$ cat config.mk
export PLATFORM = sky130hd
export DESIGN_NAME = fgt_timer
export DESIGN_NICKNAME = d
export VERILOG_FILES = /design/src/verilog/fgt_pkg.sv /design/src/verilog/fgt_timer.sv
export VERILOG_INCLUDE_DIRS = /design/src /design/src/verilog
export SDC_FILE = /design/constraint.sdc
export NUM_CORES = 1
export LEC_CHECK = 0
export BUFFER_PORTS_ARGS = -buffer_cell sky130_fd_sc_hd__buf_2
export CORE_MARGIN = 8
export CORE_UTILIZATION = 40
export DETAILED_ROUTE_END_ITERATION = 10
export PLACE_DENSITY = 0.79
export SETUP_SLACK_MARGIN = 0.4
export SLEW_MARGIN = 20
export SYNTH_ARGS = -nofsm -noshare
export SYNTH_HDL_FRONTEND = slang
export SYNTH_SLANG_ARGS = --single-unit
$ cat constraint.sdc
create_clock -name ref_clk_i -period 2.7 [get_ports ref_clk_i]
set_clock_uncertainty 0.05 [all_clocks]
set_input_delay 0.135 -clock ref_clk_i [delete_from_list [all_inputs] [get_ports ref_clk_i]]
set_output_delay 0.135 -clock ref_clk_i [all_outputs]
set_load 0.02 [all_outputs]
$ cat src/verilog/fgt_cfg.svh
// Purpose: Offsets, field positions, reset values for the fetch guard timer
// Assumes: AXI4-Lite byte addresses, 32-bit data
// Notes: Included by the top module
`ifndef FGT_CFG_SVH
`define FGT_CFG_SVH
`define FGT_OFF_CONTROL 12'h000
`define FGT_OFF_COUNT 12'h004
`define FGT_OFF_MATCH 12'h008
`define FGT_OFF_STATUS 12'h00c
`define FGT_OFF_MASK 12'h010
`define FGT_CTRL_ON_BIT 0
`define FGT_STAT_TRIP_BIT 0
`define FGT_STAT_MASK 32'h0000_0001
`define FGT_CTRL_RESET 32'h0000_0000
`define FGT_MASK_RESET 32'h0000_0000
`define FGT_RESP_OKAY 2'b00
`define FGT_RESP_SLVERR 2'b10
`endif

$ cat src/verilog/fgt_pkg.sv
// Purpose: Types shared by the fetch guard timer
// Assumes: Offsets and constants come from fgt_cfg.svh
// Notes: Match value is two 16-bit fuse halves
package fgt_pkg;
	typedef struct packed {
		logic [15:0] high;
		logic [15:0] low;
	} fgt_match_type;
	typedef enum logic [0:0] {
		fgt_counting = 1'b0,
		fgt_tripped = 1'b1
	} fgt_state_type;
endpackage : fgt_pkg

$ cat src/verilog/fgt_timer.sv
// Purpose: Fetch counting guard timer that resets the core on a count match
// Assumes: Fetch pulse and fuses synchronous to ref_clk_i; AXI4-Lite master
// Notes: Request holds until device reset; registers reached over AXI4-Lite
// A zero match value trips on the first active edge; fuse halves are read live
// Contract
// - The timer requests a processor reset when its count reaches the match value.
// - The count advances by one only in cycles with an instruction fetch.
// - The count holds between fetches and stops once the count equals the match.
// - In sleep no fetches occur, so the count holds its value.
// - The timer is active if the fuse enable is set or software sets the enable bit.
// - The counter is 32 bits and the match is built from two 16-bit fuse words.
//
// Implementation choices: the placing of the registers and the AXI4-Lite slave port.
`include "fgt_cfg.svh"
module fgt_timer
	import fgt_pkg::*;
#(
	parameter int ADDR_W = 12
) (
	input wire logic ref_clk_i,
	input wire logic arst_n_i,
	input wire logic fetch_i,
	input wire logic sleep_i,
	input wire logic fuse_enable_i,
	input wire logic [15:0] match_value_low_fuse_i,
	input wire logic [15:0] match_value_high_fuse_i,
	output logic core_reset_req_o,
	output logic irq_o,
	input wire logic [ADDR_W-1:0] s_awaddr_i,
	input wire logic s_awvalid_i,
	output logic s_awready_o,
	input wire logic [31:0] s_wdata_i,
	input wire logic [3:0] s_wstrb_i,
	input wire logic s_wvalid_i,
	output logic s_wready_o,
	output logic [1:0] s_bresp_o,
	output logic s_bvalid_o,
	input wire logic s_bready_i,
	input wire logic [ADDR_W-1:0] s_araddr_i,
	input wire logic s_arvalid_i,
	output logic s_arready_o,
	output logic [31:0] s_rdata_o,
	output logic [1:0] s_rresp_o,
	output logic s_rvalid_o,
	input wire logic s_rready_i
);
	// Offsets are 12-bit; under 5 bits would cut the decode, over 12 would overrun it
	if (ADDR_W < 5 || ADDR_W > 12) begin : g_chk
		$error("ADDR_W outside what the register map can serve");
	end

	// Timer state
	fgt_match_type match;
	fgt_state_type state, next_state;
	logic [31:0] count, next_count;
	logic ctrl_on, next_ctrl_on;
	logic stat, next_stat;
	logic mask, next_mask;
	logic active;
	logic irq, next_irq;
	// Bus response registers
	logic bvalid, next_bvalid;
	logic [1:0] bresp, next_bresp;
	logic rvalid, next_rvalid;
	logic [1:0] rresp, next_rresp;
	logic [31:0] rdata, next_rdata;
	logic wr_fire, rd_fire, trip_evt, clr_hit;

	// Compare an address to a register offset
	function automatic logic addr_is(input logic [ADDR_W-1:0] a, input logic [11:0] off);
		addr_is = (a[ADDR_W-1:2] == off[ADDR_W-1:2]);
	endfunction : addr_is

	// Match assembled from the two fuse halves
	assign match.low = match_value_low_fuse_i;
	assign match.high = match_value_high_fuse_i;
	// Either enable source runs the timer; neither can undo a trip
	assign active = fuse_enable_i | ctrl_on;

	// Counter and trip state; the match is tested before a fetch so it never overshoots
	always_comb begin
		next_count = count;
		next_state = state;
		trip_evt = 1'h0;
		unique case (state)
			fgt_counting: begin
				// Idle while neither enable is set
				if (active) begin
					if (count == match) begin
						next_state = fgt_tripped;
						trip_evt = 1'h1;
					end else if (fetch_i && !sleep_i) begin
						next_count = count + 32'h0000_0001;
					end
				end
			end
			fgt_tripped: begin
				// Held until a device reset; software cannot rearm it
				next_state = fgt_tripped;
			end
		endcase
	end

	// Count and state clear together so counting restarts from zero
	always_ff @(posedge ref_clk_i or negedge arst_n_i) begin
		if (!arst_n_i) begin
			count <= 32'h0000_0000;
			state <= fgt_counting;
		end else begin
			count <= next_count;
			state <= next_state;
		end
	end

	// The request is the state bit itself, so it cannot glitch
	assign core_reset_req_o = (state == fgt_tripped);

	// Bus slave: write takes address and data together, read one at a time
	// Taking both write channels at once spares a holding register for either
	assign s_awready_o = s_awvalid_i & s_wvalid_i & ~bvalid;
	assign s_wready_o = s_awready_o;
	assign wr_fire = s_awready_o;
	assign s_arready_o = ~rvalid;
	assign rd_fire = s_arvalid_i & ~rvalid;
	// Write-one clear of the trip status bit
	assign clr_hit = wr_fire && addr_is(s_awaddr_i, `FGT_OFF_STATUS) && s_wstrb_i[0]
		&& s_wdata_i[`FGT_STAT_TRIP_BIT];

	// Write side: control and mask bits take written data; the status bit only clears on a written one
	always_comb begin
		next_ctrl_on = ctrl_on;
		next_mask = mask;
		next_bvalid = bvalid;
		next_bresp = bresp;
		// Set wins over a simultaneous write-one clear
		next_stat = trip_evt | (stat & ~clr_hit);
		// Response leaves at its own handshake
		if (bvalid && s_bready_i) begin
			next_bvalid = 1'b0;
		end
		if (wr_fire) begin
			next_bvalid = 1'b1;
			next_bresp = `FGT_RESP_OKAY;
			if (addr_is(s_awaddr_i, `FGT_OFF_CONTROL)) begin
				if (s_wstrb_i[0]) begin
					next_ctrl_on = s_wdata_i[`FGT_CTRL_ON_BIT];
				end
			end else if (addr_is(s_awaddr_i, `FGT_OFF_MASK)) begin
				if (s_wstrb_i[0]) begin
					next_mask = s_wdata_i[`FGT_STAT_TRIP_BIT];
				end
			end else if (!addr_is(s_awaddr_i, `FGT_OFF_STATUS)
				&& !addr_is(s_awaddr_i, `FGT_OFF_COUNT)
				&& !addr_is(s_awaddr_i, `FGT_OFF_MATCH)) begin
				next_bresp = `FGT_RESP_SLVERR;
			end
		end
		// Registered from next values so the level rises with its status bit
		next_irq = next_stat & next_mask;
	end

	// Read data is caught when taken and stands until rready
	always_comb begin
		next_rvalid = rvalid;
		next_rresp = rresp;
		next_rdata = rdata;
		// Read answer leaves at its own handshake
		if (rvalid && s_rready_i) begin
			next_rvalid = 1'b0;
		end
		if (rd_fire) begin
			next_rvalid = 1'b1;
			next_rresp = `FGT_RESP_OKAY;
			next_rdata = 32'h0000_0000;
			if (addr_is(s_araddr_i, `FGT_OFF_CONTROL)) begin
				next_rdata[`FGT_CTRL_ON_BIT] = ctrl_on;
			end else if (addr_is(s_araddr_i, `FGT_OFF_COUNT)) begin
				next_rdata = count;
			end else if (addr_is(s_araddr_i, `FGT_OFF_MATCH)) begin
				next_rdata = match;
			end else if (addr_is(s_araddr_i, `FGT_OFF_STATUS)) begin
				next_rdata[`FGT_STAT_TRIP_BIT] = stat;
			end else if (addr_is(s_araddr_i, `FGT_OFF_MASK)) begin
				next_rdata[`FGT_STAT_TRIP_BIT] = mask;
			end else begin
				next_rresp = `FGT_RESP_SLVERR;
			end
		end
	end

	// Bus and interrupt registers; control bit is lost on any device reset
	always_ff @(posedge ref_clk_i or negedge arst_n_i) begin
		if (!arst_n_i) begin
			ctrl_on <= 1'b0;
			stat <= 1'b0;
			mask <= 1'b0;
			bvalid <= 1'b0;
			bresp <= 2'b00;
			rvalid <= 1'b0;
			rresp <= 2'b00;
			rdata <= 32'h0000_0000;
			irq <= 1'h0;
		end else begin
			ctrl_on <= next_ctrl_on;
			stat <= next_stat;
			mask <= next_mask;
			bvalid <= next_bvalid;
			bresp <= next_bresp;
			rvalid <= next_rvalid;
			rresp <= next_rresp;
			rdata <= next_rdata;
			irq <= next_irq;
		end
	end

	assign irq_o = irq;
	// Bus outputs come straight from their registers
	assign s_bvalid_o = bvalid;
	assign s_bresp_o = bresp;
	assign s_rvalid_o = rvalid;
	assign s_rresp_o = rresp;
	assign s_rdata_o = rdata;
endmodule : fgt_timer

# == Word-level counts from Yosys, hierarchy flattened ==
# Cells that the tools add are included.
# word_totals
wordCells,78
output_inout_bits,43
input_bits,102
regBits,75
# op_classes
n_eq_ne,9
mux,27
add_sub_neg,1
n_bitwise,12
n_reduce_logical,18
# ops
op,count
31-bit 2-to-1 mux,2
"10-bit by 2-bit == test with 1-bit output, second input constant",4
"32-bit by 1-bit adder with 32-bit output, second input constant",1
32-bit == test,1
32-bit 2-to-1 mux,1
"10-bit by 1-bit == test with 1-bit output, second input constant",2
"10-bit by 3-bit == test with 1-bit output, second input constant",2
10-bit zero test,2
2-bit 2-to-1 mux,8
1-bit 2-to-1 mux,15
1-bit logical AND,8
1-bit AND,5
1-bit NOT,5
1-bit zero test,4
4-bit AND reduction,1
2-bit nonzero test,2
3-bit AND reduction,1
1-bit bitwise OR,2
1-bit case mux with 2 select lines,1

# == Longest topological paths before layout ==
# logic_depth
ltp_word,9
ltp_mapped,8
mapped_depth_nobuf,6

# == Worst setup path after synthesis ==
# Ideal clock, no wire load.
# synth_path
kind,input to register
from,input port s_awaddr_i[9]
to,register irq (netlist: irq_o)
path_buffers,0
setup_ns,0.119
path_stages,6
arrival_time_ns,1.918
slack_ns,0.613
t_required_ns,2.531
path_cell_list,or4_4 > nor4_4 > nand3_2 > or4b_4 > mux2_4 > and2_1
# synth_between
elab_cells_between_ends,13
classes_between,eq/ne (2); mux (3); bitwise (4); reduce/logical (4)
# synth_rtl
element,line_no,rtl
from (decl),fgt_timer.sv:29,"input wire logic [ADDR_W-1:0] s_awaddr_i,"
10-bit by 3-bit == test with 1-bit output,fgt_timer.sv:71,addr_is = (a[ADDR_W-1:2] == off[ADDR_W-1:2]);
1-bit 2-to-1 mux,fgt_timer.sv:148,"end else if (addr_is(s_awaddr_i, `FGT_OFF_MASK)) begin"
1-bit 2-to-1 mux (*),fgt_timer.sv:144,"if (addr_is(s_awaddr_i, `FGT_OFF_CONTROL)) begin"
1-bit 2-to-1 mux (*),fgt_timer.sv:141,if (wr_fire) begin
named net next_mask,fgt_timer.sv:58,"logic mask, next_mask;"
1-bit AND (*),fgt_timer.sv:159,next_irq = next_stat & next_mask;
named net next_irq,fgt_timer.sv:60,"logic irq, next_irq;"
to (signal assigned),fgt_timer.sv:212,irq <= next_irq;
to (decl),fgt_timer.sv:60,
# The timed path passes the listed nets; every way through them passes the cells marked *.
# A chain may end at the register's enable or synchronous reset.

# == Worst setup path in the final report ==
# layout_path
from,register count[12]
to,register count[8]
# layout_between
elab_chain_cells,3
# layout_lines
element,line_no,rtl
from (decl),fgt_timer.sv:55,"logic [31:0] count, next_count;"
from (signal assigned),fgt_timer.sv:110,count <= next_count;
32-bit == test,fgt_timer.sv:89,if (count == match) begin
1-bit NOT (no line),-,
4-bit AND reduction (no line),-,
# Every way passes these cells.

==> results.tsv <==
stage	metric	value	unit
outcome	status	completed	
clocking	Root Driver	clkbuf_8	
hold_path	HP Class	input pin to register	
synth	Main synth FF type	dfrtp_1	
layout	Fillers	810	
layout	design area	4647	sq um
grt	Total GRT Usage	15.83	%
synth	library cells used by synthesis	40	
timing	RSZ-0062 raised after global routing	yes	
setup_path	Crit path required time	2.88	ns
grt	total grt overflow	0	
die	Die Width	112.4	um
pwr	VDD IR max	0.0002447	V
clocking	clk_lat worst skew	0.35	ns
grt	largest net degree at the start of global routing	40	
timing	fmax	459.2	MHz
clocking	postcts setup bufs	0	
pwr	internal power	1.848	mW
layout	number of inserted diodes	0	
setup_path	kind of critical path	register to register	
synth	Avg Inst Size Synth	10.05	sq um
routing	DR iter-0 viols	240	
die	Die Y	112.4	um
timing	crit path time final	2.178	ns
die	FP Rows	35	
layout	area grow syn2layout	24.92	%
synth	Syn Inst Count	370	
layout	post-route insts no fill	589	
synth	Synthesis Warnings	0	
setup_path	r2r endpoint	count[8]	
layout	most frequent cells in the layout	104 x buf_2, 73 x dfrtp_1, 63 x xnor2_1	
clocking	Sinks on Clock Net	73	
hold_path	Min-Delay Endpoint	s_bvalid_o	
setup_path	CP top delay family	flip-flops	
setup_path	critical path data arrival time	2.36	ns
routing	Via Count	3154	
synth	Seq/Total Area, Yosys	49.11	%
setup_path	reg-to-reg slack, setup	0.52	ns
pwr	Sequential Power Share	47.5	%
timing	worst rel slew slack	43.87	%
die	Die ar.	12640	sq um
synth	Synth async-reset ratio	100.0	%
grt	vias in the first global route	3175	
timing	Fin. Hold Viols	0	
timing	Max Slew Vio Count	0	
pwr	PD cells	542.3	nW/um^2
layout	layout cell share with drive strength beyond 1	29.29	%
timing	smallest hold slack	0.01429	ns
die	Starting Density	40.64	%
setup_path	worst path buffer plus inverter count	2	
placement	GP Congestion	0.8837	
timing	Final WS setup	0.5223	ns
routing	vias per cell	5.355	
layout	final core occ	50.77	%
setup_path	r2r worst-path depth	8	
clocking	Longest Clk Path Bufs	2	
setup_path	largest stage delay on the critical path	0.48	ns
clocking	H-tree depth	3	
pwr	Comb power frac	13.8	%
clocking	clock-pin slew on the worst setup and hold paths	0.08	ns
routing	total wire length	10.06	mm
synth	Seq cells post-synth	73	
grt	initial antenna violation count	0	
placement	worst slack, placed	0.4355	ns
synth	synthesized cell area	3720	sq um
timing	Tcrit/Tclk final	80.66	%
placement	Port Buf Inserts	104	
job	max cap viols	0	
placement	DP Area	4374	sq um
placement	DP HPWL	7.676	mm
die	Core Area	9153	sq um
setup_path	CP max stage cell	dfrtp_1	
setup_path	Worst Setup Start Kind	register	
clocking	CTS buffer count	9	
routing	post-route ant nets	0	
pwr	switching share of total power	26.68	%
setup_path	CP Capture Type	register	
timing	Worst-Margin Slew	0.8420	ns
pwr	total chip power	2.520	mW
routing	DRT Pass-1 Iters	5	
hold_path	HP Start	s_wvalid_i	
synth	EDFF count, synth	0	
setup_path	CP Cell Sequence	xnor2_1 > nand4_1 > nor4_1 > buf_4 > a2111oi_4 > buf_6 > nand4_1 > xnor2_1	
clocking	TritonCTS clock tree	done	
placement	placed cells	569	
hold_path	cell count of the worst hold path	3	
routing	DRC viols	0	
die	I/O pin total	145	
grt	first-pass GRT wire length	16.04	mm
timing	setup violation total in the final timing report	0	
layout	commonest non-fill, non-tap cell in the layout	buf_2	
setup_path	worst-path fanout max	30	
pwr	power share of the clock group	38.7	%
setup_path	r2r startpoint	count[12]	
pwr	Leakage	2.042	nW
layout	Nets	576	
routing	DR WL/cell	17.08	um
pwr	Psw	672.2	uW
timing	setup TNS	0	ns
metal layers:
layer | wire length [um] | up-vias | GRT usage, %
li1 | - | 1525 | -
met1 | 4180 | 1527 | 19.40
met2 | 5067 | 87 | 26.21
met3 | 652 | 15 | 4.133
met4 | 161 | 0 | 5.845
met5 | 0 | - | 0
power by group through the flow:
stage                     combinational, mW  sequential [mW]  clock [mW]
after floorplan                       0.197             1.21           0
after global placement                0.332             1.21           0
after detailed placement              0.342             1.22           0
after CTS                             0.348             1.20       0.988
after global routing                  0.380             1.20        1.04
final                                 0.347             1.20       0.975
logic make-up after synthesis:
logic type | synth area share, %
DFF | 49.11
adders and majority gates | 0.3363
AOI/OAI and AO/OA | 13.02
and+or+nand+nor | 17.83
other | 0.1008
buffers and inverters | 3.229
xor gates and xnor gates | 14.83
muxes | 1.547
tightest hold or removal path, delay by kind of cell:
family,cells,cell delay [ns]
multiplexers,1,0.07
buffers and inverters,1,0.10
AND/OR/NAND/NOR,1,0.08
how the worst max path moves through the flow:
stage                        from  cells past startpoint         to  slack (ns)
floorplan           s_awaddr_i[9]                      6      irq_o        0.61
global placement        count[18]                      8  count[31]        0.47
detailed placement      count[18]                      8  count[31]        0.44
CTS                     count[18]                      8   count[8]        0.42
global route            count[19]                      8  count[24]        0.37
finish                  count[12]                      8   count[8]        0.52
cells in the mapped netlist, types with 2 or more instances:
cell | number | area, sq um
a21oi_1 | 4 | 20.02
nand3_1 | 9 | 45.04
nor2_1 | 7 | 26.28
a22oi_1 | 31 | 232.7
nand2_1 | 47 | 176.4
and3_1 | 10 | 62.56
and2_1 | 2 | 12.51
nor4_1 | 5 | 31.28
xnor2_1 | 63 | 551.8
dfrtp_1 | 73 | 1827
nand4_1 | 27 | 168.9
o21ai_1 | 31 | 155.2
buf_2 | 3 | 15.01
o31ai_1 | 2 | 15.01
mux2i_1 | 2 | 20.02
o21ai_0 | 3 | 15.01
inv_1 | 3 | 11.26
nor3_1 | 3 | 15.01
buf_4 | 3 | 22.52
and4_1 | 4 | 35.03
clkbuf_1 | 19 | 71.32
timing repair:
item | in CTS | in global routing
hold buffers | 4 | 0
endpoints found under the setup margin | 0 | 29
endpoints found under the hold margin | 39 | 0
resized for setup | 0 | 1
area by class of cell:
| cell class | count | area [sq um] | area share [%] |
|---|---|---|---|
| Clock buffer | 11 | 151.4 | 3.258 |
| Clock inverter | 5 | 77.57 | 1.669 |
| Inverter | 3 | 11.26 | 0.2423 |
| Multi-Input combinational cell | 270 | 1804 | 38.83 |
| Sequential cell | 73 | 1827 | 39.31 |
| Tap cell | 111 | 138.9 | 2.989 |
| Timing Repair Buffer | 116 | 636.9 | 13.70 |
state kept, by name, summed over array words and instances, names as in the netlist:
| register | flops |
|---|---|
| core_reset_req_o | 1 |
| count | 32 |
| ctrl_on | 1 |
| irq_o | 1 |
| mask | 1 |
| s_bresp_o | 1 |
| s_bvalid_o | 1 |
| s_rdata_o | 32 |
| s_rresp_o | 1 |
| s_rvalid_o | 1 |
| stat | 1 |
Power figures use the tool's default switching activity.
